<file path="config.mk">
export PLATFORM = sky130hd
export DESIGN_NAME = acd_top
export DESIGN_NICKNAME = d
export VERILOG_FILES = /design/src/design/acd_pkg.sv /design/src/design/acd_if.sv /design/src/design/acd_decode.sv /design/src/design/acd_top.sv
export VERILOG_INCLUDE_DIRS = /design/src /design/src/design
export SDC_FILE = /design/constraint.sdc
export NUM_CORES = 1
export LEC_CHECK = 0
export BUFFER_PORTS_ARGS = -buffer_cell sky130_fd_sc_hd__buf_2
export CAP_MARGIN = 5
export CORE_MARGIN = 10
export CORE_UTILIZATION = 32
export CTS_CLUSTER_SIZE = 25
export DETAILED_ROUTE_END_ITERATION = 8
export SETUP_SLACK_MARGIN = 0.3
export SLEW_MARGIN = 20
export SYNTH_ARGS = -nofsm -noshare
export SYNTH_HDL_FRONTEND = slang
export SYNTH_SLANG_ARGS = --single-unit
</file>
<file path="constraint.sdc">
create_clock -name mclk -period 2.8 [get_ports mclk]
set_input_delay 0.28 -clock mclk [delete_from_list [all_inputs] [get_ports mclk]]
set_output_delay 0.28 -clock mclk [all_outputs]
set_load 0.02 [all_outputs]
</file>
<file path="src/design/acd_params.svh">
`ifndef ACD_PARAMS_SVH
`define ACD_PARAMS_SVH

// word addresses inside the constant RAM
`define ACD_ADDR_CALIB      4'h5
`define ACD_ADDR_LIMIT      4'h6
`define ACD_ADDR_CTRL_A     4'h7
`define ACD_ADDR_CTRL_B     4'h8

// reset values of the held words
`define ACD_RST_CALIB       16'h0000
`define ACD_RST_LIMIT       16'h0000
`define ACD_RST_CTRL_A      16'h4006
`define ACD_RST_CTRL_B      16'h0524
`define ACD_CTRL_B_MASK     16'h0fff

// thermal words
`define ACD_HI_BYTE_MSB     15
`define ACD_HI_BYTE_LSB     8
`define ACD_LO_BYTE_MSB     7
`define ACD_LO_BYTE_LSB     0
`define ACD_TEMP_OFFSET_C   9'h032

// control_word_a fields
`define ACD_A_ADC_MSB       15
`define ACD_A_ADC_LSB       14
`define ACD_A_LOCK          13
`define ACD_A_EXT_TB        12
`define ACD_A_EDGE          11
`define ACD_A_OCHK_MSB      10
`define ACD_A_OCHK_LSB      9
`define ACD_A_ICHK_MSB      8
`define ACD_A_ICHK_LSB      7
`define ACD_A_OSEL_MSB      6
`define ACD_A_OSEL_LSB      4
`define ACD_A_CHOP_MSB      3
`define ACD_A_CHOP_LSB      2
`define ACD_A_GAIN_MSB      1
`define ACD_A_GAIN_LSB      0

// control_word_b fields
`define ACD_B_ICHK_TOP      11
`define ACD_B_ZERO_FIX      10
`define ACD_B_AUTO_RET      9
`define ACD_B_TWATCH        8
`define ACD_B_TTALLY_MSB    7
`define ACD_B_TTALLY_LSB    6
`define ACD_B_OCHK_ON       5
`define ACD_B_OTALLY_MSB    4
`define ACD_B_OTALLY_LSB    3
`define ACD_B_ICHK_ON       2
`define ACD_B_ITALLY_MSB    1
`define ACD_B_ITALLY_LSB    0

// timing
`define ACD_CLK_NS          50
`define ACD_EDGE_FAST_NS    150
`define ACD_EDGE_SLOW_NS    750
`define ACD_EDGE_CYC(ns)    (((ns) + `ACD_CLK_NS - 1) / `ACD_CLK_NS)

`endif

</file>
<file path="src/design/acd_pkg.sv">
package acd_pkg;

    typedef enum logic [5:0] {
        ACD_OM_DIG     = 6'h01,
        ACD_OM_DIG_INV = 6'h02,
        ACD_OM_AN_P1   = 6'h04,
        ACD_OM_AN_P2   = 6'h08,
        ACD_OM_AN_P3   = 6'h10,
        ACD_OM_AN_STD  = 6'h20
    } acd_omode_e;

    typedef struct packed {
        logic [1:0]        cmd_adc_bits;
        logic              prog_lock;
        logic              ext_timebase;
        logic              edge_rate;
        logic [4:0]        edge_cycles;
        logic [3:0]        out_limit_pct;
        logic [2:0]        input_check_level;
        logic [12:0]       in_limit_uvv;
        acd_omode_e        out_mode;
        logic [1:0]        amp_chop_rate;
        logic [1:0]        amp_multiplier;
        logic              analog_zero_fix;
        logic              auto_return_cmd;
        logic              thermal_watch_on;
        logic              output_check_on;
        logic              input_check_on;
        logic [3:0]        thermal_depth;
        logic [3:0]        output_depth;
        logic [3:0]        input_depth;
        logic [7:0]        thermal_ref_level;
        logic [7:0]        thermal_zero_adj;
        logic signed [8:0] fault_limit_c;
        logic signed [8:0] alert_limit_c;
    } acd_dec_s;

endpackage : acd_pkg

</file>
<file path="src/design/acd_if.sv">
`timescale 1ns/1ps
interface acd_if;
    import acd_pkg::*;
    logic [15:0] calib;
    logic [15:0] limit;
    logic [15:0] ctrl_a;
    logic [15:0] ctrl_b;
    acd_dec_s    dec;

    modport regs (output calib, output limit, output ctrl_a, output ctrl_b, input dec);
    modport decd (input calib, input limit, input ctrl_a, input ctrl_b, output dec);
endinterface : acd_if

</file>
<file path="src/design/acd_decode.sv">
`timescale 1ns/1ps
`include "acd_params.svh"
module acd_decode
    import acd_pkg::*;
(
    acd_if.decd w
);

    function automatic logic [3:0] acd_tally(input logic [1:0] code);
        // 00/01/10/11 -> 0/2/4/8
        acd_tally = (code == 2'h0) ? 4'h0 : 4'(4'h1 << code);
    endfunction : acd_tally

    function automatic logic signed [8:0] acd_temp_c(input logic [7:0] code);
        acd_temp_c = $signed({1'b0, code}) - $signed(`ACD_TEMP_OFFSET_C);
    endfunction : acd_temp_c

    always_comb begin
        w.dec = '0;
        w.dec.thermal_ref_level = w.calib[`ACD_HI_BYTE_MSB:`ACD_HI_BYTE_LSB];
        w.dec.thermal_zero_adj  = w.calib[`ACD_LO_BYTE_MSB:`ACD_LO_BYTE_LSB];
        w.dec.fault_limit_c     =
            acd_temp_c(w.limit[`ACD_HI_BYTE_MSB:`ACD_HI_BYTE_LSB]);
        w.dec.alert_limit_c     =
            acd_temp_c(w.limit[`ACD_LO_BYTE_MSB:`ACD_LO_BYTE_LSB]);
        w.dec.cmd_adc_bits = w.ctrl_a[`ACD_A_ADC_MSB:`ACD_A_ADC_LSB];
        w.dec.prog_lock    = w.ctrl_a[`ACD_A_LOCK];
        w.dec.ext_timebase = w.ctrl_a[`ACD_A_EXT_TB];
        w.dec.edge_rate    = w.ctrl_a[`ACD_A_EDGE];
        w.dec.edge_cycles  = w.ctrl_a[`ACD_A_EDGE] ?
            5'(`ACD_EDGE_CYC(`ACD_EDGE_SLOW_NS)) :
            5'(`ACD_EDGE_CYC(`ACD_EDGE_FAST_NS));
        unique case (w.ctrl_a[`ACD_A_OCHK_MSB:`ACD_A_OCHK_LSB])
            2'h0: w.dec.out_limit_pct = 4'ha;
            2'h1: w.dec.out_limit_pct = 4'h5;
            2'h2: w.dec.out_limit_pct = 4'h2;
            2'h3: w.dec.out_limit_pct = 4'h1;
        endcase
        w.dec.input_check_level = {w.ctrl_b[`ACD_B_ICHK_TOP],
                                   w.ctrl_a[`ACD_A_ICHK_MSB:`ACD_A_ICHK_LSB]};
        case (w.dec.input_check_level)
            3'h1:    w.dec.in_limit_uvv = 13'h1860;
            3'h2:    w.dec.in_limit_uvv = 13'h1248;
            3'h3:    w.dec.in_limit_uvv = 13'h0c30;
            3'h4:    w.dec.in_limit_uvv = 13'h0618;
            // undefined codes fall back to the loosest limit
            default: w.dec.in_limit_uvv = 13'h1e78;
        endcase
        case (w.ctrl_a[`ACD_A_OSEL_MSB:`ACD_A_OSEL_LSB])
            3'h1:    w.dec.out_mode = ACD_OM_DIG_INV;
            3'h4:    w.dec.out_mode = ACD_OM_AN_P1;
            3'h5:    w.dec.out_mode = ACD_OM_AN_P2;
            3'h6:    w.dec.out_mode = ACD_OM_AN_P3;
            3'h7:    w.dec.out_mode = ACD_OM_AN_STD;
            default: w.dec.out_mode = ACD_OM_DIG;
        endcase
        w.dec.amp_chop_rate    = w.ctrl_a[`ACD_A_CHOP_MSB:`ACD_A_CHOP_LSB];
        w.dec.amp_multiplier   = w.ctrl_a[`ACD_A_GAIN_MSB:`ACD_A_GAIN_LSB];
        w.dec.analog_zero_fix  = w.ctrl_b[`ACD_B_ZERO_FIX];
        w.dec.auto_return_cmd  = w.ctrl_b[`ACD_B_AUTO_RET];
        w.dec.thermal_watch_on = w.ctrl_b[`ACD_B_TWATCH];
        w.dec.thermal_depth    =
            acd_tally(w.ctrl_b[`ACD_B_TTALLY_MSB:`ACD_B_TTALLY_LSB]);
        w.dec.output_check_on  = w.ctrl_b[`ACD_B_OCHK_ON];
        w.dec.output_depth     =
            acd_tally(w.ctrl_b[`ACD_B_OTALLY_MSB:`ACD_B_OTALLY_LSB]);
        w.dec.input_check_on   = w.ctrl_b[`ACD_B_ICHK_ON];
        w.dec.input_depth      =
            acd_tally(w.ctrl_b[`ACD_B_ITALLY_MSB:`ACD_B_ITALLY_LSB]);
    end

endmodule : acd_decode

</file>
<file path="src/design/acd_top.sv">
`timescale 1ns/1ps
`include "acd_params.svh"
// Function
// - temperature in Celsius is the unsigned byte code minus fifty
// - calibration word: reference level high byte, zero adjust low byte
// - limit word: fault limit high byte, alert limit low byte
// - command-mode conversion bits from word A bits 15:14, default 01
// - word A bit 13 is the programming lock, default zero
// - word A bit 12 selects external timebase, default zero
// - word A bit 11 picks 150 ns or 750 ns output edges
// - word A bits 10:9 give output limit 10, 5, 2, 1 percent
// - input check level: word B bit 11 over word A bits 8:7
// - word A bits 6:4 select digital, inverted or analog output modes
// - chopper rate from word A bits 3:2, default 01
// - amplifier gain from word A bits 1:0, default 10
// - word B bit 10 enables analog zero fix, default one
// - word B bit 9 enables automatic return to command mode
// - temperature supervision runs only while word B bit 8 is set
// - thermal error tally depth 0, 2, 4 or 8 from bits 7:6
// - output check runs only while word B bit 5 is set
// - output error tally depth 0, 2, 4 or 8 from bits 4:3
// - input check runs only while word B bit 2 is set
// - input error tally depth 0, 2, 4 or 8 from bits 1:0
// - programming ignored when lock was set at power-on load
module acd_top
    import acd_pkg::*;
(
    // clock and reset
    input  wire logic        mclk,
    input  wire logic        rst,
    // power-on load from nonvolatile store
    input  wire logic        ee_ld,
    input  wire logic [3:0]  ee_addr,
    input  wire logic [15:0] ee_data,
    input  wire logic        por_done,
    // constant RAM access from the command decoder
    input  wire logic        ram_wr,
    input  wire logic        ram_rd,
    input  wire logic [3:0]  ram_addr,
    input  wire logic [15:0] ram_wdata,
    output logic      [15:0] ram_rdata,
    output logic             ram_rvalid,
    // programming command
    input  wire logic        prog_req,
    output logic             prog_go,
    output logic             prog_locked,
    // temperature samples
    input  wire logic        temp_valid,
    input  wire logic [7:0]  temp_code,
    output logic             thermal_alert,
    output logic             thermal_fault,
    // decoded configuration
    output acd_dec_s         cfg
);

    typedef struct packed {
        logic [15:0] calib;
        logic [15:0] limit;
        logic [15:0] ctrl_a;
        logic [15:0] ctrl_b;
        logic        por_seen;
        logic        lock;
        logic        prog_go;
        logic [15:0] rdata;
        logic        rvalid;
        logic [3:0]  fault_cnt;
        logic [3:0]  alert_cnt;
        logic        fault;
        logic        alert;
        acd_dec_s    dec;
    } acd_state_s;

    acd_state_s state_reg;
    acd_state_s state_next;
    acd_if      w ();

    assign w.calib  = state_reg.calib;
    assign w.limit  = state_reg.limit;
    assign w.ctrl_a = state_reg.ctrl_a;
    assign w.ctrl_b = state_reg.ctrl_b;

    acd_decode u_decode (
        .w (w.decd)
    );

    // one write path shared by the power-on load and the command decoder
    function automatic acd_state_s acd_store(input acd_state_s s, input logic [3:0] a,
                                             input logic [15:0] d);
        acd_store = s;
        case (a)
            `ACD_ADDR_CALIB:  acd_store.calib  = d;
            `ACD_ADDR_LIMIT:  acd_store.limit  = d;
            `ACD_ADDR_CTRL_A: acd_store.ctrl_a = d;
            `ACD_ADDR_CTRL_B: acd_store.ctrl_b = d & `ACD_CTRL_B_MASK;
            default:          acd_store = s;
        endcase
    endfunction : acd_store

    function automatic logic [15:0] acd_fetch(input acd_state_s s, input logic [3:0] a);
        case (a)
            `ACD_ADDR_CALIB:  acd_fetch = s.calib;
            `ACD_ADDR_LIMIT:  acd_fetch = s.limit;
            `ACD_ADDR_CTRL_A: acd_fetch = s.ctrl_a;
            `ACD_ADDR_CTRL_B: acd_fetch = s.ctrl_b & `ACD_CTRL_B_MASK;
            default:          acd_fetch = 16'h0000;
        endcase
    endfunction : acd_fetch

    // consecutive-excess tally; depth 0 flags on the first excess
    function automatic logic [4:0] acd_tally_step(input logic [3:0] cnt, input logic over,
                                                  input logic [3:0] depth);
        logic [3:0] c;
        c = cnt;
        if (!over) begin
            acd_tally_step = 5'h00;
        end else begin
            if (c < depth) begin
                c = c + 4'h1;
            end
            acd_tally_step = {(c >= depth), c};
        end
    endfunction : acd_tally_step

    logic signed [8:0] temp_c;
    logic [4:0]        fault_step;
    logic [4:0]        alert_step;

    always_comb begin
        temp_c     = $signed({1'b0, temp_code}) - $signed(`ACD_TEMP_OFFSET_C);
        fault_step = acd_tally_step(state_reg.fault_cnt, temp_c > state_reg.dec.fault_limit_c,
                                    state_reg.dec.thermal_depth);
        alert_step = acd_tally_step(state_reg.alert_cnt, temp_c > state_reg.dec.alert_limit_c,
                                    state_reg.dec.thermal_depth);
        state_next         = state_reg;
        state_next.prog_go = 1'b0;
        state_next.rvalid  = 1'b0;
        state_next.dec     = w.dec;
        // load happens only before the power-on window closes
        if (ee_ld && !state_reg.por_seen) begin
            state_next = acd_store(state_next, ee_addr, ee_data);
        end
        if (ram_wr) begin
            state_next = acd_store(state_next, ram_addr, ram_wdata);
        end
        if (ram_rd) begin
            state_next.rdata  = acd_fetch(state_reg, ram_addr);
            state_next.rvalid = 1'b1;
        end
        // lock is frozen at the end of the power-on load, later RAM writes cannot lift it
        if (por_done && !state_reg.por_seen) begin
            state_next.por_seen = 1'b1;
            state_next.lock     = state_next.ctrl_a[`ACD_A_LOCK];
        end
        if (prog_req && state_reg.por_seen && !state_reg.lock) begin
            state_next.prog_go = 1'b1;
        end
        if (!state_reg.dec.thermal_watch_on) begin
            state_next.fault_cnt = 4'h0;
            state_next.alert_cnt = 4'h0;
            state_next.fault     = 1'b0;
            state_next.alert     = 1'b0;
        end else if (temp_valid) begin
            state_next.fault_cnt = fault_step[3:0];
            state_next.fault     = fault_step[4];
            state_next.alert_cnt = alert_step[3:0];
            state_next.alert     = alert_step[4];
        end
    end

    always_ff @(posedge mclk) begin
        if (rst) begin
            state_reg          <= '0;
            state_reg.calib    <= `ACD_RST_CALIB;
            state_reg.limit    <= `ACD_RST_LIMIT;
            state_reg.ctrl_a   <= `ACD_RST_CTRL_A;
            state_reg.ctrl_b   <= `ACD_RST_CTRL_B;
            state_reg.dec.out_mode <= ACD_OM_DIG;
        end else begin
            state_reg <= state_next;
        end
    end

    assign ram_rdata     = state_reg.rdata;
    assign ram_rvalid    = state_reg.rvalid;
    assign prog_go       = state_reg.prog_go;
    assign prog_locked   = state_reg.lock;
    assign thermal_alert = state_reg.alert;
    assign thermal_fault = state_reg.fault;
    assign cfg           = state_reg.dec;

endmodule : acd_top

</file>
* Word-level counts from Yosys, hierarchy flattened *
Index checks and enable logic that the tools add are counted.
W data, S select, Z words.

operators by class
  bitwise operators = 1
  reductions and logical operators = 11
  shifts and indexed selects = 3
  magnitude comparators = 6
  divide/modulo/power cells = 0
  add/sub/neg operators = 5
  multiply operators = 0
  equality and inequality tests = 20
  mux-type cells = 28

operators with widths
  kind                   number
  $mux W185              2
  $mux W16               8
  $pmux W16 S4           1
  $pmux W13 S4           1
  $mux W4                8
  $pmux W6 S5            1
  $sub A8 B6 Y9 const B  3
  $eq A4 B3 Y1 const B   6
  $gt A9 B9 Y1           2
  $mux W17               1
  $pmux W4 S4            1
  $eq A3 B3 Y1 const B   5
  $shl A1 B2 Y4 const A  3
  $mux W10               1
  $mux W5                2
  $add A4 B1 Y4 const B  2
  $eq A4 B4 Y1 const B   2
  $ge A4 B4 Y1           2
  $logic_not A2 Y1       4
  $lt A4 B4 Y1           2
  $eq A3 B1 Y1 const B   2
  $eq A3 B2 Y1 const B   2
  $eq A2 B2 Y1 const B   2
  $logic_and A1 B1 Y1    4
  other kinds (6)        7

word-level totals
  register bits = 185
  bits in latches = 0
  RAM bits = 0
  ROM bits = 0
  memories kept = 0

* Longest topological paths before layout *
  word-level depth = 6
  gate-level depth with buffers = 12

* Hierarchy *
From an unflattened synthesis, not the netlist that was laid out.

second synthesis, totals
  cell total of the unflattened synthesis = 1,009
  area total of the unflattened synthesis = 9,287.7 µm²

by module, submodules not included
  module      cells each  seq. area each (µm²)  area an instance (µm²)  instances
  acd_top     894         3,703.6               8,464.4                 1
  acd_decode  115         0.0                   823.3                   1

* Worst setup path before layout *
No wires, ideal clock.

  kind = register to register
  from = reg state_reg, in the netlist cfg[43]
  to = reg state_reg, in the netlist thermal_fault
  arrival = 2.304 ns
  stages on the path, launching flop included = 12
  data required time = 2.677 ns
  slack = 0.373 ns
  path through = dfxtp_1 inv_1 ha_1 o21ai_0 o21bai_2 a21oi_4 mux2_1 ha_1 a21o_1 a21o_1 a21oi_1 o32ai_1

between the ends
  word-level cells in the longest chain between the ends = 6

RTL lines
  item                    RTL line        RTL
  start, declared         acd_top.sv:73   acd_state_s state_reg;
  start signal, assigned  acd_top.sv:179  state_reg <= state_next;
  $lt A4 B4 Y1            acd_top.sv:117  if (c < depth) begin
  $mux W4                 acd_top.sv:117
  $mux W4                 acd_top.sv:114  if (!over) begin
  $ge A4 B4 Y1 (*)        acd_top.sv:120  acd_tally_step = {(c >= depth), c};
  $mux W5 (*)             acd_top.sv:114
  $mux W10 (*)            acd_top.sv:162  end else if (temp_valid) begin

Every way passes the cells marked *; elsewhere a longest branch is shown, timed or not. The select of a mux whose other input is x is not followed.
A chain may end at the register's enable or synchronous reset.

* Worst setup path in the final report *
  from = reg state_reg[94] (netlist name)
  to = reg state_reg, in the netlist thermal_alert

between the ends
  word-level cells in the longest chain between the ends = 6
  elaborated cells on any way between the ends = 7
  classes of those cells = add/sub (1); order compare (2); mux (4)

RTL lines
  item                                           RTL line
  $add A4 B1 Y4 or $lt A4 B4 Y1 (tied branches)  acd_top.sv:118, acd_top.sv:117
  $mux W4 (*)                                    acd_top.sv:117
  $mux W4 (*)                                    acd_top.sv:114
  $ge A4 B4 Y1 (*)                               acd_top.sv:120
  $mux W5 (*)                                    acd_top.sv:114
  $mux W10 (*)                                   acd_top.sv:162

Marks and branches as above.

==> results.tsv <==
stage	metric	value	unit
clock_tree	Clk pin slew, worst setup/hold paths	0.07	ns
die	row count	59	
pwr	Flop pwr share	46.6	%
critical_path	Crit. Startpoint	state_reg[94]$_SDFFE_PP0P_	
critical_path	reg2reg start	state_reg[94]$_SDFFE_PP0P_	
logic_synthesis	Mapped Cells	886	
sta	RSZ-0062 raised after global routing	yes	
routing	via count	6244	
critical_path	Worst Setup Start Kind	flop	
global_routing	gr usage total	13.81	%
clock_tree	worst skew pair latency	0.43	ns
final_layout	fin cells	1300	
routing	drt total wl	23.37	mm
critical_path	required time of the critical path	3.11	ns
critical_path	crit path kind	flop to flop	
clock_tree	CTS Buf Count	17	
critical_path	Worst R2R Setup Slack	0.40	ns
placement	hpwl dp	17.27	mm
worst_hold_path	worst min-delay path class	input pin to flop	
pwr	Power Dens Cells	576.9	nW/um2
global_routing	vias in the first global route	6239	
logic_synthesis	synth warn	0	
pwr	P_leak	4.436	nW
logic_synthesis	dominant synthesized flop cell	dfxtp_1	
critical_path	critical path endpoint category	flop	
pwr	P_sw	0.001432	W
critical_path	worst reg2reg path depth	10	
routing	detailed-route DRC error count	0	
sta	Final Setup Violations	0	
final_layout	Final nets	1041	
die	Core ar.	25840	um2
placement	placed cells	1256	
placement	Setup Slack @ Placement	0.1711	ns
critical_path	crit-path cells	ha_1 -> a2111oi_4 -> nor2_2 -> xor2_1 -> ha_1 -> nand2b_1 -> a21oi_2 -> nor2_1 -> a211oi_2 -> o21ai_1	
worst_hold_path	worst hold path depth	3	
clock_tree	Sink Count	168	
die	die width	181.4	um
critical_path	critical path arrival	2.70	ns
sta	worst setup margin	0.4031	ns
die	Initial Util	32.27	%
routing	router iterations before antenna repair	5	
sta	slew margin rel.	50.24	%
logic_synthesis	sequential-to-total area share from yosys stat	40.34	%
critical_path	slowest stage delay, CP	0.42	ns
global_routing	initial antenna violation count	8	
die	# IOs	168	
routing	Via-to-Cell Ratio	4.803	
clock_tree	CTS tree	yes	
sta	Hold WS	0.06456	ns
clock_tree	H-tree depth	4	
pwr	sw frac	26.46	%
logic_synthesis	Mapped Area	8337	um2
critical_path	critical path depth	10	
critical_path	Top cell by count, worst path	ha_1	
pwr	Comb pwr share	10.7	%
pwr	clock power share	42.7	%
clock_tree	CTS Buffer Depth	2	
final_layout	max reg flops	78	
placement	GPL Wtd Cong	0.8626	
sta	final count of hold timing violations	0	
clock_tree	# hold bufs at CTS	0	
clock_tree	Root Buffer Master	clkbuf_16	
critical_path	CP max stage cell	dfxtp_1	
die	Die Ht	181.4	um
sta	Period minus WS final	2.397	ns
routing	1st-iter DRT viols	374	
global_routing	largest net degree at the start of global routing	73	
logic_synthesis	post-synthesis area per instance	9.409	um2
die	area of the die	32910	um2
pwr	Worst VDD drop	0.0002662	V
sta	Setup TNS Final	0	ns
logic_synthesis	Async SR Flop Fraction	0	%
global_routing	first-pass GRT wire length	36.01	mm
sta	clk_skew	0.01227	ns
logic_synthesis	Synth Register Bits	168	
routing	Avg WL per Cell	17.98	um
logic_synthesis	number of synthesized flops with an enable pin	0	
outcome	status	finished clean	
final_layout	post-layout util	36.30	%
final_layout	Layout area overhead	12.50	%
routing	post-route ant nets	0	
logic_synthesis	Cell variety after synth	60	
placement	# port buffers	161	
sta	period utilization	85.60	%
critical_path	Worst setup endpoint	thermal_alert$_SDFFE_PP0P_	
sta	count of pins over their slew limit	0	
critical_path	reg2reg end	thermal_alert$_SDFFE_PP0P_	
global_routing	gr ovfl total	0	
pwr	internal power	0.003979	W
sta	Worst Max-Slew Pin Slew	0.7464	ns
sta	Fmax	0.4172	GHz
final_layout	Layout fillers	2675	
critical_path	Top delay family on crit path	compound AO/OA/AOI/OAI gates	
flow_run	max-cap viol count	0	
final_layout	share of layout cells above drive strength 1	26.35	%
critical_path	WP buf/inv	0	
critical_path	Worst Path Max Fanout	5	
[worst register-to-register path, stage by stage (launching register included)]
cell,delay [ns]
dfxtp_1,0.42
ha_1,0.30
a2111oi_4,0.42
nor2_2,0.09
xor2_1,0.21
ha_1,0.26
nand2b_1,0.16
a21oi_2,0.13
nor2_1,0.06
a211oi_2,0.15
o21ai_1,0.07
[per-layer routing]
metal  vias up  part of all wire (%)  track usage, %
li1       3089                     -               -
met1      2940                    44           17.13
met2       183                    48           22.84
met3        26                   6.2           4.215
met4         6                   1.2           3.384
met5         -                  0.20               0
[power by group through the flow]
stage                     registers (W)  clock network (W)  logic (W)
after floorplan                 0.00256                  0   0.000430
after global placement          0.00258                  0   0.000550
after detailed placement        0.00258                  0   0.000559
after CTS                       0.00252            0.00238   0.000567
after global routing            0.00253            0.00247   0.000640
final                           0.00252            0.00231   0.000581
[timing repair]
action	CTS	global route
resized for setup	2	17
endpoints found under the setup margin	1	2
pin swaps	1	9
setup buffers	3	5
endpoints found under the hold margin	0	0
[per-stage QoR]
stage,power [W],area (um2)
finish,0.005411,9379
global route,0.005639,9371
CTS,0.005466,9264
detailed placement,0.003134,8666
global placement,0.003125,8666
floorplan,0.002986,8367
[synth_stat cells (10+ instances only)]
master	n	share of area [%]
nor2_1	95	4.3
a211oi_1	57	5.1
inv_1	34	1.5
clkbuf_1	18	0.81
a21oi_1	24	1.4
buf_4	114	10
xnor2_1	10	1.1
nand2_1	40	1.8
ha_1	37	5.6
dfxtp_1	168	40
nor2b_1	54	4.1
nor3b_1	13	1.2
mux2i_1	62	7.4
nand2b_1	20	1.5
a22oi_1	24	2.2
buf_2	10	0.60
[kinds of logic (layout without fill, tap and decap cells)]
logic type | count (synthesis) | after routing | synth area share [%]
simple gates | 261 | 261 | 16.51
buf+inv | 184 | 250 | 14.11
flops | 168 | 168 | 40.34
compound gates | 145 | 145 | 12.70
mux | 71 | 71 | 8.750
fa+ha+maj | 37 | 37 | 5.553
xor+xnor | 19 | 19 | 1.996
other cells | 1 | 14 | 0.04498
[final cells by class]
cell class	count	area, um2	area share [%]
well taps	335	419.2	4.469
clock buffers	20	456.7	4.869
multi-input cells	542	3890	41.48
inverters	34	127.6	1.361
flip-flops and latches	168	3367	35.90
repair buffers	185	992.2	10.58
diodes	5	12.51	0.1334
clock inverters	11	113.9	1.214
[layout by cell type, fill, tap and decap left out, drive strengths merged, types with 3 or more instances in the layout]
master and count:
mux2i 62, nor2b 54, a21o 4, nand2b 20, diode 5, dfxtp 168
conb 9, nand3 5, a211oi 58, clkbuf 20, nand3b 5, nor3b 13
a22oi 24, a31oi 4, mux2 9, nand2 41, ha 37, a222oi 4
o21ai 10, clkinvlp 3, xor2 9, inv 39, and4bb 3, a21oi 25
nor4b 4, nor2 95, xnor2 10, and3 4, nor3 9, buf 185
[worst min path at each step]
| stage | from | end | slack [ns] |
|---|---|---|---|
| 5_1_grt | por_done | state_reg[120]$_SDFFE_PP0P_ | 0.08 |
| 3_3_place_gp | prog_locked$_SDFFE_PP0P_ | prog_go$_SDFF_PP0_ | 0.43 |
| 4_1_cts | por_done | state_reg[120]$_SDFFE_PP0P_ | 0.05 |
| 6_report | por_done | state_reg[120]$_SDFFE_PP0P_ | 0.06 |
| 2_1_floorplan | por_done | state_reg[120]$_SDFFE_PP0P_ | 0.40 |
| 3_5_place_dp | prog_locked$_SDFFE_PP0P_ | prog_go$_SDFF_PP0_ | 0.43 |
Note: power is estimated with default switching activity, not from simulation.
